$ cat config.mk
export PLATFORM = sky130hd
export DESIGN_NAME = cfgci_top
export DESIGN_NICKNAME = d
export VERILOG_FILES = /design/src/common/cfgci_pkg.sv /design/src/design/cfgci_top.sv /design/src/design/cfgci_mailbox.sv
export SDC_FILE = /design/constraint.sdc
export NUM_CORES = 1
export LEC_CHECK = 0
export BUFFER_PORTS_ARGS = -buffer_cell sky130_fd_sc_hd__buf_4
export CAP_MARGIN = 20
export CORE_MARGIN = 5
export CORE_UTILIZATION = 47
export CTS_BUF_LIST = sky130_fd_sc_hd__clkbuf_8
export DETAILED_ROUTE_END_ITERATION = 8
export PLACE_DENSITY = 0.68
export SLEW_MARGIN = 10
export SYNTH_ARGS = -nofsm -noshare
export SYNTH_HDL_FRONTEND = slang
export SYNTH_SLANG_ARGS = --single-unit
$ cat constraint.sdc
create_clock -name clk_sys -period 10.5 [get_ports clk_sys]
set_input_delay 1.05 -clock clk_sys [delete_from_list [all_inputs] [get_ports clk_sys]]
set_output_delay 1.05 -clock clk_sys [all_outputs]
set_load 0.01 [all_outputs]
$ cat src/common/cfgci_pkg.sv
// Constants and carrier types for the configuration command interpreter.
// Assumes one synchronous clock domain; users write package::name.
package cfgci_pkg;
   localparam int WORD_W = 24;
   localparam int OPC_W  = 8;

   // Host command codes
   localparam logic [23:0] HC_NOP     = 24'h00_0000;
   localparam logic [23:0] HC_WRREG   = 24'h00_0001;
   localparam logic [23:0] HC_RDREG   = 24'h00_0002;
   localparam logic [23:0] HC_FIR     = 24'h00_0003;
   localparam logic [23:0] HC_IIR     = 24'h00_0004;
   localparam logic [23:0] HC_ROMCOEF = 24'h00_0005;
   localparam logic [23:0] HC_TBS     = 24'h00_0006;
   localparam logic [23:0] HC_ROMTBS  = 24'h00_0007;
   localparam logic [23:0] HC_START   = 24'h00_0008;
   localparam logic [23:0] HC_STOP    = 24'h00_0009;

   // Boot opcodes
   localparam logic [7:0] EC_NOP     = 8'h00;
   localparam logic [7:0] EC_WRREG   = 8'h01;
   localparam logic [7:0] EC_FIR     = 8'h02;
   localparam logic [7:0] EC_IIR     = 8'h03;
   localparam logic [7:0] EC_ROMCOEF = 8'h04;
   localparam logic [7:0] EC_TBS     = 8'h05;
   localparam logic [7:0] EC_ROMTBS  = 8'h06;
   localparam logic [7:0] EC_START   = 8'h07;

   // Serial register map byte addresses of the mailbox
   localparam logic [7:0] SA_CMD  = 8'h03;
   localparam logic [7:0] SA_FIRST_DATA_WORD = 8'h06;
   localparam logic [7:0] SA_SECOND_DATA_WORD = 8'h09;
   localparam logic [7:0] SA_LAST = 8'h0B;

   localparam int IIR_COEFS = 8;

   typedef enum logic [2:0] {
      CFGCI_ST_IDLE = 3'b000,
      CFGCI_ST_ARG1 = 3'b001,
      CFGCI_ST_ARG2 = 3'b011,
      CFGCI_ST_LIST = 3'b010,
      CFGCI_ST_EXEC = 3'b110
   } cfgci_state_t;

   typedef enum logic [1:0] {
      CFGCI_DST_FIR = 2'b00,
      CFGCI_DST_IIR = 2'b01,
      CFGCI_DST_TBS = 2'b10
   } cfgci_dst_t;

   // One incoming byte write on the byte-wide serial port
   typedef struct packed {
      logic       wr;
      logic [7:0] addr;
      logic [7:0] data;
   } cfgci_spi_t;

   // One store into filter storage
   typedef struct packed {
      logic        regWr;
      logic        coefWr;
      cfgci_dst_t  dst;
      logic [11:0] index;
      logic [23:0] data;
   } cfgci_store_t;

   typedef struct packed {
      logic        start;
      logic        stop;
      logic        romTbs;
      logic        romCoef;
      logic [23:0] coefSel;
   } cfgci_ctl_t;
endpackage

$ cat src/design/cfgci_top.sv
// Configuration command interpreter: host mailbox commands and boot stream.
// Assumes boot words arrive one per valid pulse; register file lives outside.
`timescale 1ns/1ps
`default_nettype none
module cfgci_top #(
   parameter int MAX_LIST = 4095
) (
   // Clock and reset
   input  wire logic                  clk_sys,
   input  wire logic                  rst,
   // Host serial port
   input  wire cfgci_pkg::cfgci_spi_t spiIn,
   // Boot stream
   input  wire logic                  bootMode,
   input  wire logic                  bootValid,
   input  wire logic [23:0]           bootWord,
   // Register read data from filter register file
   input  wire logic [23:0]           regRdData,
   // Outputs to filter
   output cfgci_pkg::cfgci_store_t    store,
   output cfgci_pkg::cfgci_ctl_t      ctl,
   output logic                       running,
   output logic [23:0]                waveCount,
   output logic [11:0]                regRdIndex,
   output logic [23:0]                hostDat1,
   output logic                       busy
);
   if (MAX_LIST < 1 || MAX_LIST > 4095) begin : g_bad_list
      $error("MAX_LIST out of range");
   end

   logic [23:0] cmdWord;
   logic [23:0] dat1Word;
   logic [23:0] dat2Word;
   logic        cmdStrobe;
   logic        rdPend_ff;

   cfgci_mailbox u_mailbox (
      .clk_sys     (clk_sys),
      .rst         (rst),
      .spiIn       (spiIn),
      .readBack    (regRdData),
      .readBackVld (rdPend_ff),
      .cmdWord     (cmdWord),
      .dat1Word    (dat1Word),
      .dat2Word    (dat2Word),
      .cmdStrobe   (cmdStrobe)
   );

   cfgci_pkg::cfgci_state_t state_ff;
   cfgci_pkg::cfgci_state_t nxt_state;
   cfgci_pkg::cfgci_dst_t   dst_ff;
   logic [7:0]  op_ff;
   logic [23:0] arg1_ff;
   logic [11:0] remain_ff;
   logic [11:0] idx_ff;
   logic        running_ff;
   logic [23:0] waveCnt_ff;
   cfgci_pkg::cfgci_store_t store_ff;
   cfgci_pkg::cfgci_ctl_t   ctl_ff;
   logic [11:0] rdIdx_ff;
   logic        busy_ff;

   // Host decode: one whole command per strobe
   wire hostWr  = cmdStrobe && cmdWord == cfgci_pkg::HC_WRREG;
   wire hostRd  = cmdStrobe && cmdWord == cfgci_pkg::HC_RDREG;
   wire hostFir = cmdStrobe && cmdWord == cfgci_pkg::HC_FIR;
   wire hostIir = cmdStrobe && cmdWord == cfgci_pkg::HC_IIR;
   wire hostRom = cmdStrobe && cmdWord == cfgci_pkg::HC_ROMCOEF;
   wire hostTbs = cmdStrobe && cmdWord == cfgci_pkg::HC_TBS;
   wire hostRtb = cmdStrobe && cmdWord == cfgci_pkg::HC_ROMTBS;
   wire hostGo  = cmdStrobe && cmdWord == cfgci_pkg::HC_START;
   wire hostEnd = cmdStrobe && cmdWord == cfgci_pkg::HC_STOP;

   // Boot stream decode: opcode in low byte of an idle word
   wire [7:0] bootOp = bootWord[7:0];
   wire bootIdle = bootMode && bootValid && state_ff == cfgci_pkg::CFGCI_ST_IDLE;
   wire bootRtb  = bootIdle && bootOp == cfgci_pkg::EC_ROMTBS;
   wire bootGo   = bootIdle && bootOp == cfgci_pkg::EC_START;
   wire bootArgs = bootIdle && (bootOp == cfgci_pkg::EC_WRREG || bootOp == cfgci_pkg::EC_FIR
                   || bootOp == cfgci_pkg::EC_IIR || bootOp == cfgci_pkg::EC_ROMCOEF
                   || bootOp == cfgci_pkg::EC_TBS);
   wire bootData = bootMode && bootValid && state_ff != cfgci_pkg::CFGCI_ST_IDLE;
   // Host and boot are exclusive; while in boot, host strobes are ignored
   wire hostOk   = !bootMode;

   // Host list transfers reuse the mailbox: each later strobe of the same
   // code past the header carries two more list words.
   wire listBusy = state_ff == cfgci_pkg::CFGCI_ST_LIST;

   always_comb begin
      nxt_state = state_ff;
      case (state_ff)
         cfgci_pkg::CFGCI_ST_IDLE: begin
            // IIR carries no count word: coefficients follow the opcode
            if (bootArgs) begin
               nxt_state = bootOp == cfgci_pkg::EC_IIR ? cfgci_pkg::CFGCI_ST_LIST
                                                       : cfgci_pkg::CFGCI_ST_ARG1;
            end
         end
         cfgci_pkg::CFGCI_ST_ARG1: begin
            if (bootData) begin
               if (op_ff == cfgci_pkg::EC_ROMCOEF) begin
                  nxt_state = cfgci_pkg::CFGCI_ST_IDLE;
               end else if (op_ff == cfgci_pkg::EC_TBS) begin
                  nxt_state = bootWord == 24'h00_0000 ? cfgci_pkg::CFGCI_ST_IDLE
                                                      : cfgci_pkg::CFGCI_ST_LIST;
               end else if (op_ff == cfgci_pkg::EC_IIR) begin
                  nxt_state = cfgci_pkg::CFGCI_ST_LIST;
               end else begin
                  nxt_state = cfgci_pkg::CFGCI_ST_ARG2;
               end
            end
         end
         cfgci_pkg::CFGCI_ST_ARG2: begin
            if (bootData) begin
               if (op_ff == cfgci_pkg::EC_WRREG) begin
                  nxt_state = cfgci_pkg::CFGCI_ST_IDLE;
               end else begin
                  // Same 12-bit sum as the list counter, so a wrapped total ends here
                  nxt_state = (arg1_ff[11:0] + bootWord[11:0] == 12'h000)
                              ? cfgci_pkg::CFGCI_ST_IDLE : cfgci_pkg::CFGCI_ST_LIST;
               end
            end
         end
         cfgci_pkg::CFGCI_ST_LIST: begin
            if (bootData && remain_ff == 12'h001) begin
               nxt_state = cfgci_pkg::CFGCI_ST_IDLE;
            end
         end
         default: nxt_state = cfgci_pkg::CFGCI_ST_IDLE;
      endcase
   end

   wire [11:0] bootCount = bootWord[11:0];
   wire [11:0] firTotal  = arg1_ff[11:0] + bootWord[11:0];

   always_ff @(posedge clk_sys or posedge rst) begin
      if (rst) begin
         state_ff <= cfgci_pkg::CFGCI_ST_IDLE;
         op_ff    <= cfgci_pkg::EC_NOP;
         arg1_ff  <= 24'h00_0000;
         remain_ff <= 12'h000;
         idx_ff   <= 12'h000;
         dst_ff   <= cfgci_pkg::CFGCI_DST_FIR;
         busy_ff  <= 1'b0;
      end else begin
         state_ff <= nxt_state;
         busy_ff  <= nxt_state != cfgci_pkg::CFGCI_ST_IDLE;
         if (bootArgs) begin
            op_ff  <= bootOp;
            idx_ff <= 12'h000;
            dst_ff <= bootOp == cfgci_pkg::EC_IIR ? cfgci_pkg::CFGCI_DST_IIR :
                      bootOp == cfgci_pkg::EC_TBS ? cfgci_pkg::CFGCI_DST_TBS :
                                                    cfgci_pkg::CFGCI_DST_FIR;
            remain_ff <= bootOp == cfgci_pkg::EC_IIR ? 12'(cfgci_pkg::IIR_COEFS) : 12'h000;
         end else if (bootData) begin
            if (state_ff == cfgci_pkg::CFGCI_ST_ARG1) begin
               arg1_ff <= bootWord;
               if (op_ff == cfgci_pkg::EC_TBS) begin
                  remain_ff <= bootCount;
               end
            end else if (state_ff == cfgci_pkg::CFGCI_ST_ARG2) begin
               remain_ff <= firTotal;
            end else begin
               remain_ff <= remain_ff - 12'h001;
               idx_ff    <= idx_ff + 12'h001;
            end
         end else if (hostOk && (hostFir || hostTbs || hostIir)) begin
            idx_ff <= 12'h000;
         end else if (hostOk && listBusy) begin
            idx_ff <= idx_ff;
         end
      end
   end

   // Host list words: after the header strobe, each strobe of the same
   // code loads two more words (data one at idx, data two at idx+1).
   logic        hList_ff;
   logic [11:0] hIdx_ff;
   cfgci_pkg::cfgci_dst_t hDst_ff;
   cfgci_pkg::cfgci_dst_t hDstNow;
   wire hostList = hostFir || hostIir || hostTbs;
   assign hDstNow = hostIir ? cfgci_pkg::CFGCI_DST_IIR :
                    hostTbs ? cfgci_pkg::CFGCI_DST_TBS : cfgci_pkg::CFGCI_DST_FIR;
   // Only the same code continues a list; another code starts afresh
   wire hostCont = hList_ff && hostList && hDst_ff == hDstNow;
   wire hostPair = hostOk && (hostCont || hostIir);
   wire [11:0] hCur = hostCont ? hIdx_ff : 12'h000;

   always_ff @(posedge clk_sys or posedge rst) begin
      if (rst) begin
         hList_ff <= 1'b0;
         hIdx_ff  <= 12'h000;
         hDst_ff  <= cfgci_pkg::CFGCI_DST_FIR;
      end else if (hostOk && cmdStrobe) begin
         // IIR has no header: first strobe already carries a11/b10
         hList_ff <= hostList && !(hostIir && hCur == 12'(cfgci_pkg::IIR_COEFS - 2));
         hDst_ff  <= hDstNow;
         hIdx_ff  <= hostPair ? hCur + 12'h002 : 12'h000;
      end
   end

   // Store outputs and control pulses
   wire bootReg  = bootData && state_ff == cfgci_pkg::CFGCI_ST_ARG2
                   && op_ff == cfgci_pkg::EC_WRREG;
   wire bootCoef = bootData && state_ff == cfgci_pkg::CFGCI_ST_LIST;
   wire bootSel  = bootData && state_ff == cfgci_pkg::CFGCI_ST_ARG1
                   && op_ff == cfgci_pkg::EC_ROMCOEF;
   logic        pair2_ff;
   logic [23:0] pairDat_ff;
   logic [11:0] pairIdx_ff;

   always_ff @(posedge clk_sys or posedge rst) begin
      if (rst) begin
         store_ff   <= '0;
         ctl_ff     <= '0;
         running_ff <= 1'b0;
         waveCnt_ff <= 24'h00_0000;
         rdIdx_ff   <= 12'h000;
         rdPend_ff  <= 1'b0;
         pair2_ff   <= 1'b0;
         pairDat_ff <= 24'h00_0000;
         pairIdx_ff <= 12'h000;
      end else begin
         store_ff.regWr  <= bootReg || (hostOk && hostWr);
         store_ff.coefWr <= bootCoef || hostPair || pair2_ff;
         pair2_ff        <= hostPair;
         pairDat_ff      <= dat2Word;
         pairIdx_ff      <= hCur + 12'h001;
         if (bootReg) begin
            store_ff.index <= arg1_ff[11:0];
            store_ff.data  <= bootWord;
         end else if (bootCoef) begin
            store_ff.dst   <= dst_ff;
            store_ff.index <= idx_ff;
            store_ff.data  <= bootWord;
         end else if (hostOk && hostWr) begin
            store_ff.index <= dat1Word[11:0];
            store_ff.data  <= dat2Word;
         end else if (hostPair) begin
            store_ff.dst   <= hDstNow;
            store_ff.index <= hCur;
            store_ff.data  <= dat1Word;
         end else if (pair2_ff) begin
            store_ff.index <= pairIdx_ff;
            store_ff.data  <= pairDat_ff;
         end
         if (hostOk && hostTbs && !hostCont) begin
            waveCnt_ff <= dat1Word;
         end else if (bootData && state_ff == cfgci_pkg::CFGCI_ST_ARG1
                      && op_ff == cfgci_pkg::EC_TBS) begin
            waveCnt_ff <= bootWord;
         end
         ctl_ff.romTbs  <= bootRtb || (hostOk && hostRtb);
         ctl_ff.romCoef <= bootSel || (hostOk && hostRom);
         if (bootSel) begin
            ctl_ff.coefSel <= bootWord;
         end else if (hostOk && hostRom) begin
            ctl_ff.coefSel <= dat1Word;
         end
         ctl_ff.start <= bootGo || (hostOk && hostGo);
         ctl_ff.stop  <= hostOk && hostEnd;
         if (bootGo || (hostOk && hostGo)) begin
            running_ff <= 1'b1;
         end else if (hostOk && hostEnd) begin
            running_ff <= 1'b0;
         end
         // Read: index out, data captured next cycle into data one
         rdPend_ff <= hostOk && hostRd;
         if (hostOk && hostRd) begin
            rdIdx_ff <= dat1Word[11:0];
         end
      end
   end

   assign store      = store_ff;
   assign ctl        = ctl_ff;
   assign running    = running_ff;
   assign waveCount  = waveCnt_ff;
   assign regRdIndex = rdIdx_ff;
   assign hostDat1   = dat1Word;
   assign busy       = busy_ff;

   // Unknown codes and NOP leave configuration alone
   wire hostKnown = hostWr || hostRd || hostList || hostRom || hostRtb || hostGo || hostEnd;
endmodule
`default_nettype wire

$ cat src/design/cfgci_mailbox.sv
// Host mailbox: assembles command and two data words from byte writes.
// Assumes bytes arrive MSB first at three consecutive addresses per word.
`timescale 1ns/1ps
`default_nettype none
module cfgci_mailbox (
   // Clock and reset
   input  wire logic                clk_sys,
   input  wire logic                rst,
   // Serial byte port
   input  wire cfgci_pkg::cfgci_spi_t spiIn,
   input  wire logic [23:0]         readBack,
   input  wire logic                readBackVld,
   // Words
   output logic [23:0]              cmdWord,
   output logic [23:0]              dat1Word,
   output logic [23:0]              dat2Word,
   output logic                     cmdStrobe
);
   logic [23:0] cmd_ff;
   logic [23:0] first_data_word_ff;
   logic [23:0] second_data_word_ff;
   logic        strobe_ff;

   wire inCmd  = spiIn.addr >= cfgci_pkg::SA_CMD  && spiIn.addr < cfgci_pkg::SA_FIRST_DATA_WORD;
   wire inDat1 = spiIn.addr >= cfgci_pkg::SA_FIRST_DATA_WORD && spiIn.addr < cfgci_pkg::SA_SECOND_DATA_WORD;
   wire inDat2 = spiIn.addr >= cfgci_pkg::SA_SECOND_DATA_WORD && spiIn.addr <= cfgci_pkg::SA_LAST;
   wire [7:0] offCmd  = spiIn.addr - cfgci_pkg::SA_CMD;
   wire [7:0] offDat1 = spiIn.addr - cfgci_pkg::SA_FIRST_DATA_WORD;
   wire [7:0] offDat2 = spiIn.addr - cfgci_pkg::SA_SECOND_DATA_WORD;
   // Last byte of the command word fires execution
   wire cmdDone = spiIn.wr && spiIn.addr == cfgci_pkg::SA_FIRST_DATA_WORD - 8'h01;

   function automatic logic [23:0] putByte(input logic [23:0] w, input logic [7:0] off,
                                           input logic [7:0] b);
      logic [23:0] r;
      r = w;
      case (off)
         8'h00: r[23:16] = b;
         8'h01: r[15:8]  = b;
         default: r[7:0] = b;
      endcase
      return r;
   endfunction

   always_ff @(posedge clk_sys or posedge rst) begin
      if (rst) begin
         cmd_ff    <= 24'h00_0000;
         first_data_word_ff   <= 24'h00_0000;
         second_data_word_ff   <= 24'h00_0000;
         strobe_ff <= 1'b0;
      end else begin
         strobe_ff <= cmdDone;
         if (spiIn.wr && inCmd) begin
            cmd_ff <= putByte(cmd_ff, offCmd, spiIn.data);
         end
         if (readBackVld) begin
            first_data_word_ff <= readBack;
         end else if (spiIn.wr && inDat1) begin
            first_data_word_ff <= putByte(first_data_word_ff, offDat1, spiIn.data);
         end
         if (spiIn.wr && inDat2) begin
            second_data_word_ff <= putByte(second_data_word_ff, offDat2, spiIn.data);
         end
      end
   end

   assign cmdWord   = cmd_ff;
   assign dat1Word  = first_data_word_ff;
   assign dat2Word  = second_data_word_ff;
   assign cmdStrobe = strobe_ff;
endmodule
`default_nettype wire

==> results of run 1 <==
==> per-stage QoR <==
step / cells / worst slack [ns] / utilization (%) / instance area [sq um]
2_1_floorplan: 1364 / 1.70 / - / 13900
3_3_place_gp: 1876 / 6.09 / 53.2 / 15700
3_5_place_dp: 1877 / 6.17 / 53.2 / 15700
4_1_cts: 1959 / 6.71 / 56.3 / 16600
5_1_grt: 1962 / 6.45 / 56.4 / 16600
6_report: 1962 / 6.65 / 56.4 / 16600
==> area by class of cell <==
type / instances / area share, %
flip-flops and latches: 281 / 42.3
multi-input cells: 972 / 38.9
repair buffers: 217 / 10.0
clock buffers: 54 / 4.47
well taps: 390 / 2.93
clock inverters: 28 / 0.933
inverters: 20 / 0.512
==> power by group <==
part | total, uW | internal (uW) | switching, uW
Combinational | 309 | 125 | 184
Clock | 938 | 494 | 445
Sequential | 1200 | 1140 | 65.5
Total | 2450 | 1760 | 694
==> cell families after synthesis <==
family	after synthesis	share of synthesized area (%)
compound gates	316	14.9
mux	152	11.5
fa+ha+maj	21	1.94
flops	281	50.5
xor+xnor	21	1.32
simple gates	461	16.4
buf+inv	111	3.39
other cells	1	0.0269
==> worst max-delay path: stages (launching register included) <==
cell	delay (ns)
dfrtp_1	0.40
or4_4	0.61
o31a_1	0.35
o31ai_4	0.34
a21o_2	0.90
nand3b_4	0.61
o22ai_1	0.35
a211oi_1	0.10
==> state kept, by name (all words and copies together) (netlist names), 24 cells and up <==
signal,cells
pairDat_ff,24
waveCount,24
store,40
ctl,28
u_mailbox.dat1Word,24
u_mailbox.cmdWord,24
u_mailbox.dat2Word,24
==> placed cells by master, fill, tap and decap left out, types with 6 or more instances in the layout <==
cell      count
dfrtp_1     281
buf_4       212
nand2_1     148
nor2_1      134
o21ai_0      90
mux2i_1      89
mux2_2       62
a21oi_1      55
clkbuf_8     54
inv_1        40
o22ai_1      29
a211oi_1     27
a221o_1      22
nor3_1       20
nand3_1      20
ha_1         20
and2_0       18
nor2b_1      16
nand4_1      15
a31oi_1      15
nor4_1       14
xor2_1       14
o31ai_1      11
nand2b_1      9
and3_1        9
o21ai_1       8
xnor2_1       7
a222oi_1      7
and2_1        6
or3_1         6
==> final timing paths <==
kind | start | endpoint | cells past startpoint
setup / recovery | u_mailbox.cmdWord[4]$_DFFE_PP0P_ | store[18]$_DFFE_PP0P_ | 7
hold / removal | u_mailbox.dat2Word[21]$_DFFE_PP0P_ | pairDat_ff[21]$_DFF_PP0_ | 0
setup reg to reg | u_mailbox.cmdWord[4]$_DFFE_PP0P_ | store[18]$_DFFE_PP0P_ | 7
hold reg to reg | u_mailbox.dat2Word[21]$_DFFE_PP0P_ | pairDat_ff[21]$_DFF_PP0_ | 0
max in group asynchronous | rst | ctl[18]$_DFFE_PP0P_ | 3
min in group asynchronous | rst | regRdIndex[1]$_DFFE_PP0P_ | 2
==> routing by layer <==
| layer | vias to the layer above | track usage [%] | share of wire [%] |
|---|---|---|---|
| li1 | 5306 | - | - |
| met1 | 5834 | 35.5 | 41 |
| met2 | 532 | 42.3 | 47 |
| met3 | 103 | 4.84 | 7.9 |
| met4 | 2 | 9.58 | 3.9 |
| met5 | - | 0 | 0.029 |
==> impl_metrics.toml, run 1 <==
[run_status]
status = "finished clean"

[cts]
cts-root-buf = "clkbuf_8"
clock_latency_ns = 0.57
cts_resized = 0
cts.sinks = 281
clkSlewWorstSetupHoldPaths_ns = 0.06
holdBufCountCts = 0
cts_tree = "done"
cts_setup_buffers = 0
h-tree-depth = 2
cts_buffers = 47
clk_path_buf_depth = 3

[cells_and_area]
layout-drive-gt1-share_pct = 23.2
nNetsFinal = 1629
diodes = 0
multi_input_comb_area_sq_mm = 0.00646
nFillCells = 2642
area_delta_synth_final_pct = 19.4
seq_area_sq_mm = 0.00703

[routing]
wl_per_cell_um = 22.7
via_per_inst = 6.00
vias = 11800
dr.pass1.iters = 8
antenna_left = 0
routed_wl_um = 44500
drc = 0
initialDrtViolationCount = 1311

[pwr]
max-vdd-ir-drop_uv = 89.5
p_leak_uw = 0.00803
total_power_uw = 2450
powerDensity_mw_per_mm2 = 147

[timing]
setup_tns_ns = 0
hold_violations = 0
tightest_slew_ns = 1.08
fin_hold_ws_ns = 0.399
finalMaxSlewViolations = 0
max_freq_ghz = 0.260
fin_crit_sh_pct = 36.7
min_period_ns = 3.85
slew-limit-headroom_pct = 27.5
setup_viol = 0
rsz0062_at_grt = "no"
skew_ns = 0.0233

[critical_path]
cp-end-kind = "flip-flop"
critPathArrivalTime_ns = 4.26
crit_type = "reg -> reg"
cp.required_ns = 10.91
worstSetupStartpointType = "flip-flop"
cp_max_fo = 43
ff2ff_setup_slack_ns = 6.65

[grt]
grt_pass1_wl_um = 68500
grt_usage_pct = 26.2
grt_pass1_vias = 11400
grt_start_max_net_pins = 175
overflow = 0
antenna_found_initial = 1

[logic_synthesis]
yosysWarningCount = 0
synth.most_common_cell = "dfrtp_1"
synth.cell_area_sq_mm = 0.0139
ys_seq_elements = 281
synthDistinctLibCells = 77
syn_area_per_cell_sq_um = 10.2
synth_commonest_cells = "dfrtp_1 (281), nand2_1 (148), nor2_1 (136)"
synth_nets = 1454
synth-edff-count = 0
syn-instance-count = 1364
async_flop_share_pct = 100
ys_seq_area_share_pct = 50.5
synth_top_cell_by_area = "dfrtp_1"
synth.area.top_cells = "dfrtp_1 (50%), mux2i_1 (6.4%), mux2_2 (5.0%)"
synthDominantCellAreaShare_pct = 50.5
synthFlopType = "dfrtp_1"

[floorplanning]
initial_core_util_pct = 47.2
row_count = 63
die_area_sq_mm = 0.0332
die-width_um = 182
design.core.area_sq_mm = 0.0295
chipHeight_um = 182
io_pins = 199

[flow_run]
max_cap_viol_count = 0

[placement]
io_buffers = 198
dpl.hpwl_um = 31500
gp_routability_congestion = 0.910

[hold_path]
min_path_type = "reg -> reg"
Note: power is estimated with default switching activity, not from simulation.
==> run 2, diff against run 1 <==
ABC_AREA = 1   (was unset)
PLACE_DENSITY = 0.7   (was 0.68)
clock period = 3.4 ns   (was 10.5 ns; I/O delays follow)
==> impl_metrics.toml, run 2 <==
[cells_and_area]
final_util_pct = 57.2
nFillCells = 2859
area_delta_synth_final_pct = 20.4
multi_input_comb_area_sq_mm = 0.00634
nNetsFinal = 2131
seq_area_sq_mm = 0.00703
final_common_cell = "nand2_1"
fin_cells = 2473
diodes = 0
layout-drive-gt1-share_pct = 16.9
layout_common_cells = "nand2_1 (398), dfrtp_1 (281), inv_1 (232)"
largest_register_ffs = 40

[logic_synthesis]
synth.area.top_cells = "dfrtp_1 (48%), nand2_1 (10%), o21ai_0 (6.3%)"
synth_compound_area_share_pct = 16.7
ys_seq_elements = 281
synthSimpleGateAreaFrac_pct = 22.7
synthDistinctLibCells = 57
synth_nets = 1921
syn-instance-count = 1831
synth_top_cell_by_area = "dfrtp_1"
synth_xor_area_share_pct = 1.57
synth_adder_area_share_pct = 1.86
yosysWarningCount = 0
synth.cell_area_sq_mm = 0.0145
synth_commonest_cells = "nand2_1 (399), dfrtp_1 (281), inv_1 (214)"
async_flop_share_pct = 100
synth-edff-count = 0
synth_top_family_by_area = "simple AND/OR/NAND/NOR gates"
muxShareOfSynthArea_pct = 0.662
synthDominantCellAreaShare_pct = 48.4
synthFlopType = "dfrtp_1"
ys_seq_area_share_pct = 48.4
syn_area_per_cell_sq_um = 7.94
synth.most_common_cell = "nand2_1"

[routing]
dr.pass1.iters = 5
antenna_left = 0
vias = 13800
initialDrtViolationCount = 1320
routed_wl_um = 48300
drc = 0
via_per_inst = 5.57
wl_per_cell_um = 19.5

[critical_path]
worstSetupStartpointType = "flip-flop"
cp-end-kind = "flip-flop"
cp_top_family = "simple AND/OR/NAND/NOR gates"
critPathBufInv = 4
cp.required_ns = 3.84
critPathArrivalTime_ns = 3.52
cp_cell_sequence = "nor2_1 > nand2_1 > nor2_4 > nand2_4 > inv_2 > nand2_1 > nand3_1 > nand3_4 > nor2_4 > ha_1 > inv_1 > nor2_1 > nand4_1 > nor2_2 > inv_1 > o21ai_1 > inv_1"
crit_top_cell = "inv_1"
slowest_stage = "dfrtp_1"
crit_type = "reg -> reg"
ff2ff_setup_slack_ns = 0.32
crit_path_max_incr_delay_ns = 0.37
cp_max_fo = 12

[grt]
grt_usage_pct = 27.4
overflow = 0
grt_pass1_wl_um = 74200
grt_use_met1_pct = 38.0
antenna_found_initial = 0
grtUsageMet2_pct = 43.8
grt_util_met3_pct = 3.93
grt_start_max_net_pins = 76
grt_pass1_vias = 13200
busiest_layer = "met2"

[cts]
cts.sinks = 281
clk_path_buf_depth = 3
cts_setup_buffers = 0
clock_latency_ns = 0.57
h-tree-depth = 2
cts-root-buf = "clkbuf_8"
cts_buffers = 48
cts_tree = "done"
clkSlewWorstSetupHoldPaths_ns = 0.06

[pwr]
total_power_uw = 8770
powerDensity_mw_per_mm2 = 501
max-vdd-ir-drop_uv = 299
p_leak_uw = 0.00880

[floorplanning]
design.core.area_sq_mm = 0.0306
row_count = 64
chipHeight_um = 186
die_area_sq_mm = 0.0346
io_pins = 199
die-width_um = 186
initial_core_util_pct = 47.5

[hold_path]
min_path_type = "in -> reg"

[placement]
io_buffers = 198
gp_routability_congestion = 0.949
place_ws_ns = 0.383
dpl.hpwl_um = 35900
dp.cells = 2386

[timing]
tightest_slew_ns = 1.06
max_freq_ghz = 0.324
fin_hold_ws_ns = 0.0289
skew_ns = 0.0265
fin_crit_sh_pct = 90.7
fin_ws_ns = 0.317
slew-limit-headroom_pct = 28.4
setup_viol = 0
rsz0062_at_grt = "no"
min_period_ns = 3.08
hold_violations = 0
finalMaxSlewViolations = 0

[run_status]
status = "finished clean"

[flow_run]
max_cap_viol_count = 0
==> run 2: power breakdown <==
part / total [uW] / switching (uW) / internal, uW / leakage (uW)
combinational: 1720 / 1010 / 711 / 0.00454
clock: 3040 / 1380 / 1670 / 0.000569
sequential: 4000 / 346 / 3660 / 0.00369
total: 8770 / 2730 / 6030 / 0.00880
==> run 2: timing repair <==
action | CTS | global route
hold endpoints to repair | 28 | 0
hold buffers | 1 | 0
resized for setup | 0 | 0
==> run 2: cell type report <==
class / instances / share of cell area [%]
flip-flops and latches: 281 / 40.2
multi-input cells: 1249 / 36.2
repair buffers: 229 / 10.3
inverters: 232 / 4.99
clock buffers: 60 / 4.72
well taps: 396 / 2.83
clock inverters: 26 / 0.822
==> run 2: cells by family (layout without fill, tap and decap cells) <==
logic type               count (synthesis)  in the layout
XOR/XNOR                                26             26
multiplexers                             9              9
flip-flops                             281            281
buffers and inverters                  301            547
AO/OA/AOI/OAI                          438            438
AND/OR/NAND/NOR                        754            754
other                                    1              1
adder cells (fa/ha/maj)                 21             21
==> run 2: final timing paths <==
kind / end / cells after the start / from
min reg2reg: pairDat_ff[12]$_DFF_PP0_ / 0 / u_mailbox.dat2Word[12]$_DFFE_PP0P_
max reg2reg: pairIdx_ff[7]$_DFF_PP0_ / 17 / u_mailbox.cmdWord[18]$_DFFE_PP0P_
max: pairIdx_ff[7]$_DFF_PP0_ / 17 / u_mailbox.cmdWord[18]$_DFFE_PP0P_
max in group asynchronous: waveCount[21]$_DFFE_PP0P_ / 5 / rst
min: waveCount[21]$_DFFE_PP0P_ / 3 / bootWord[21]
min in group asynchronous: store[24]$_DFFE_PP0P_ / 3 / rst
==> run 2: through the flow <==
step,TNS [ns],instance area (sq um)
4_1_cts,0,17500
6_report,0,17500
3_3_place_gp,0,16500
3_5_place_dp,0,16500
2_1_floorplan,-185.83,14500
5_1_grt,0,17500
==> run 2: routing by layer <==
layer / wire length [um] / share of wire [%]
met1: 20400 / 42
met2: 22400 / 46
met3: 3340 / 6.9
met4: 2190 / 4.5
met5: 0 / 0
==> run 2: tightest hold or removal path, delay by kind of cell <==
kind                   cells  cell delay (ns)
and+or+nand+nor            2             0.12
buffers and inverters      1             0.10
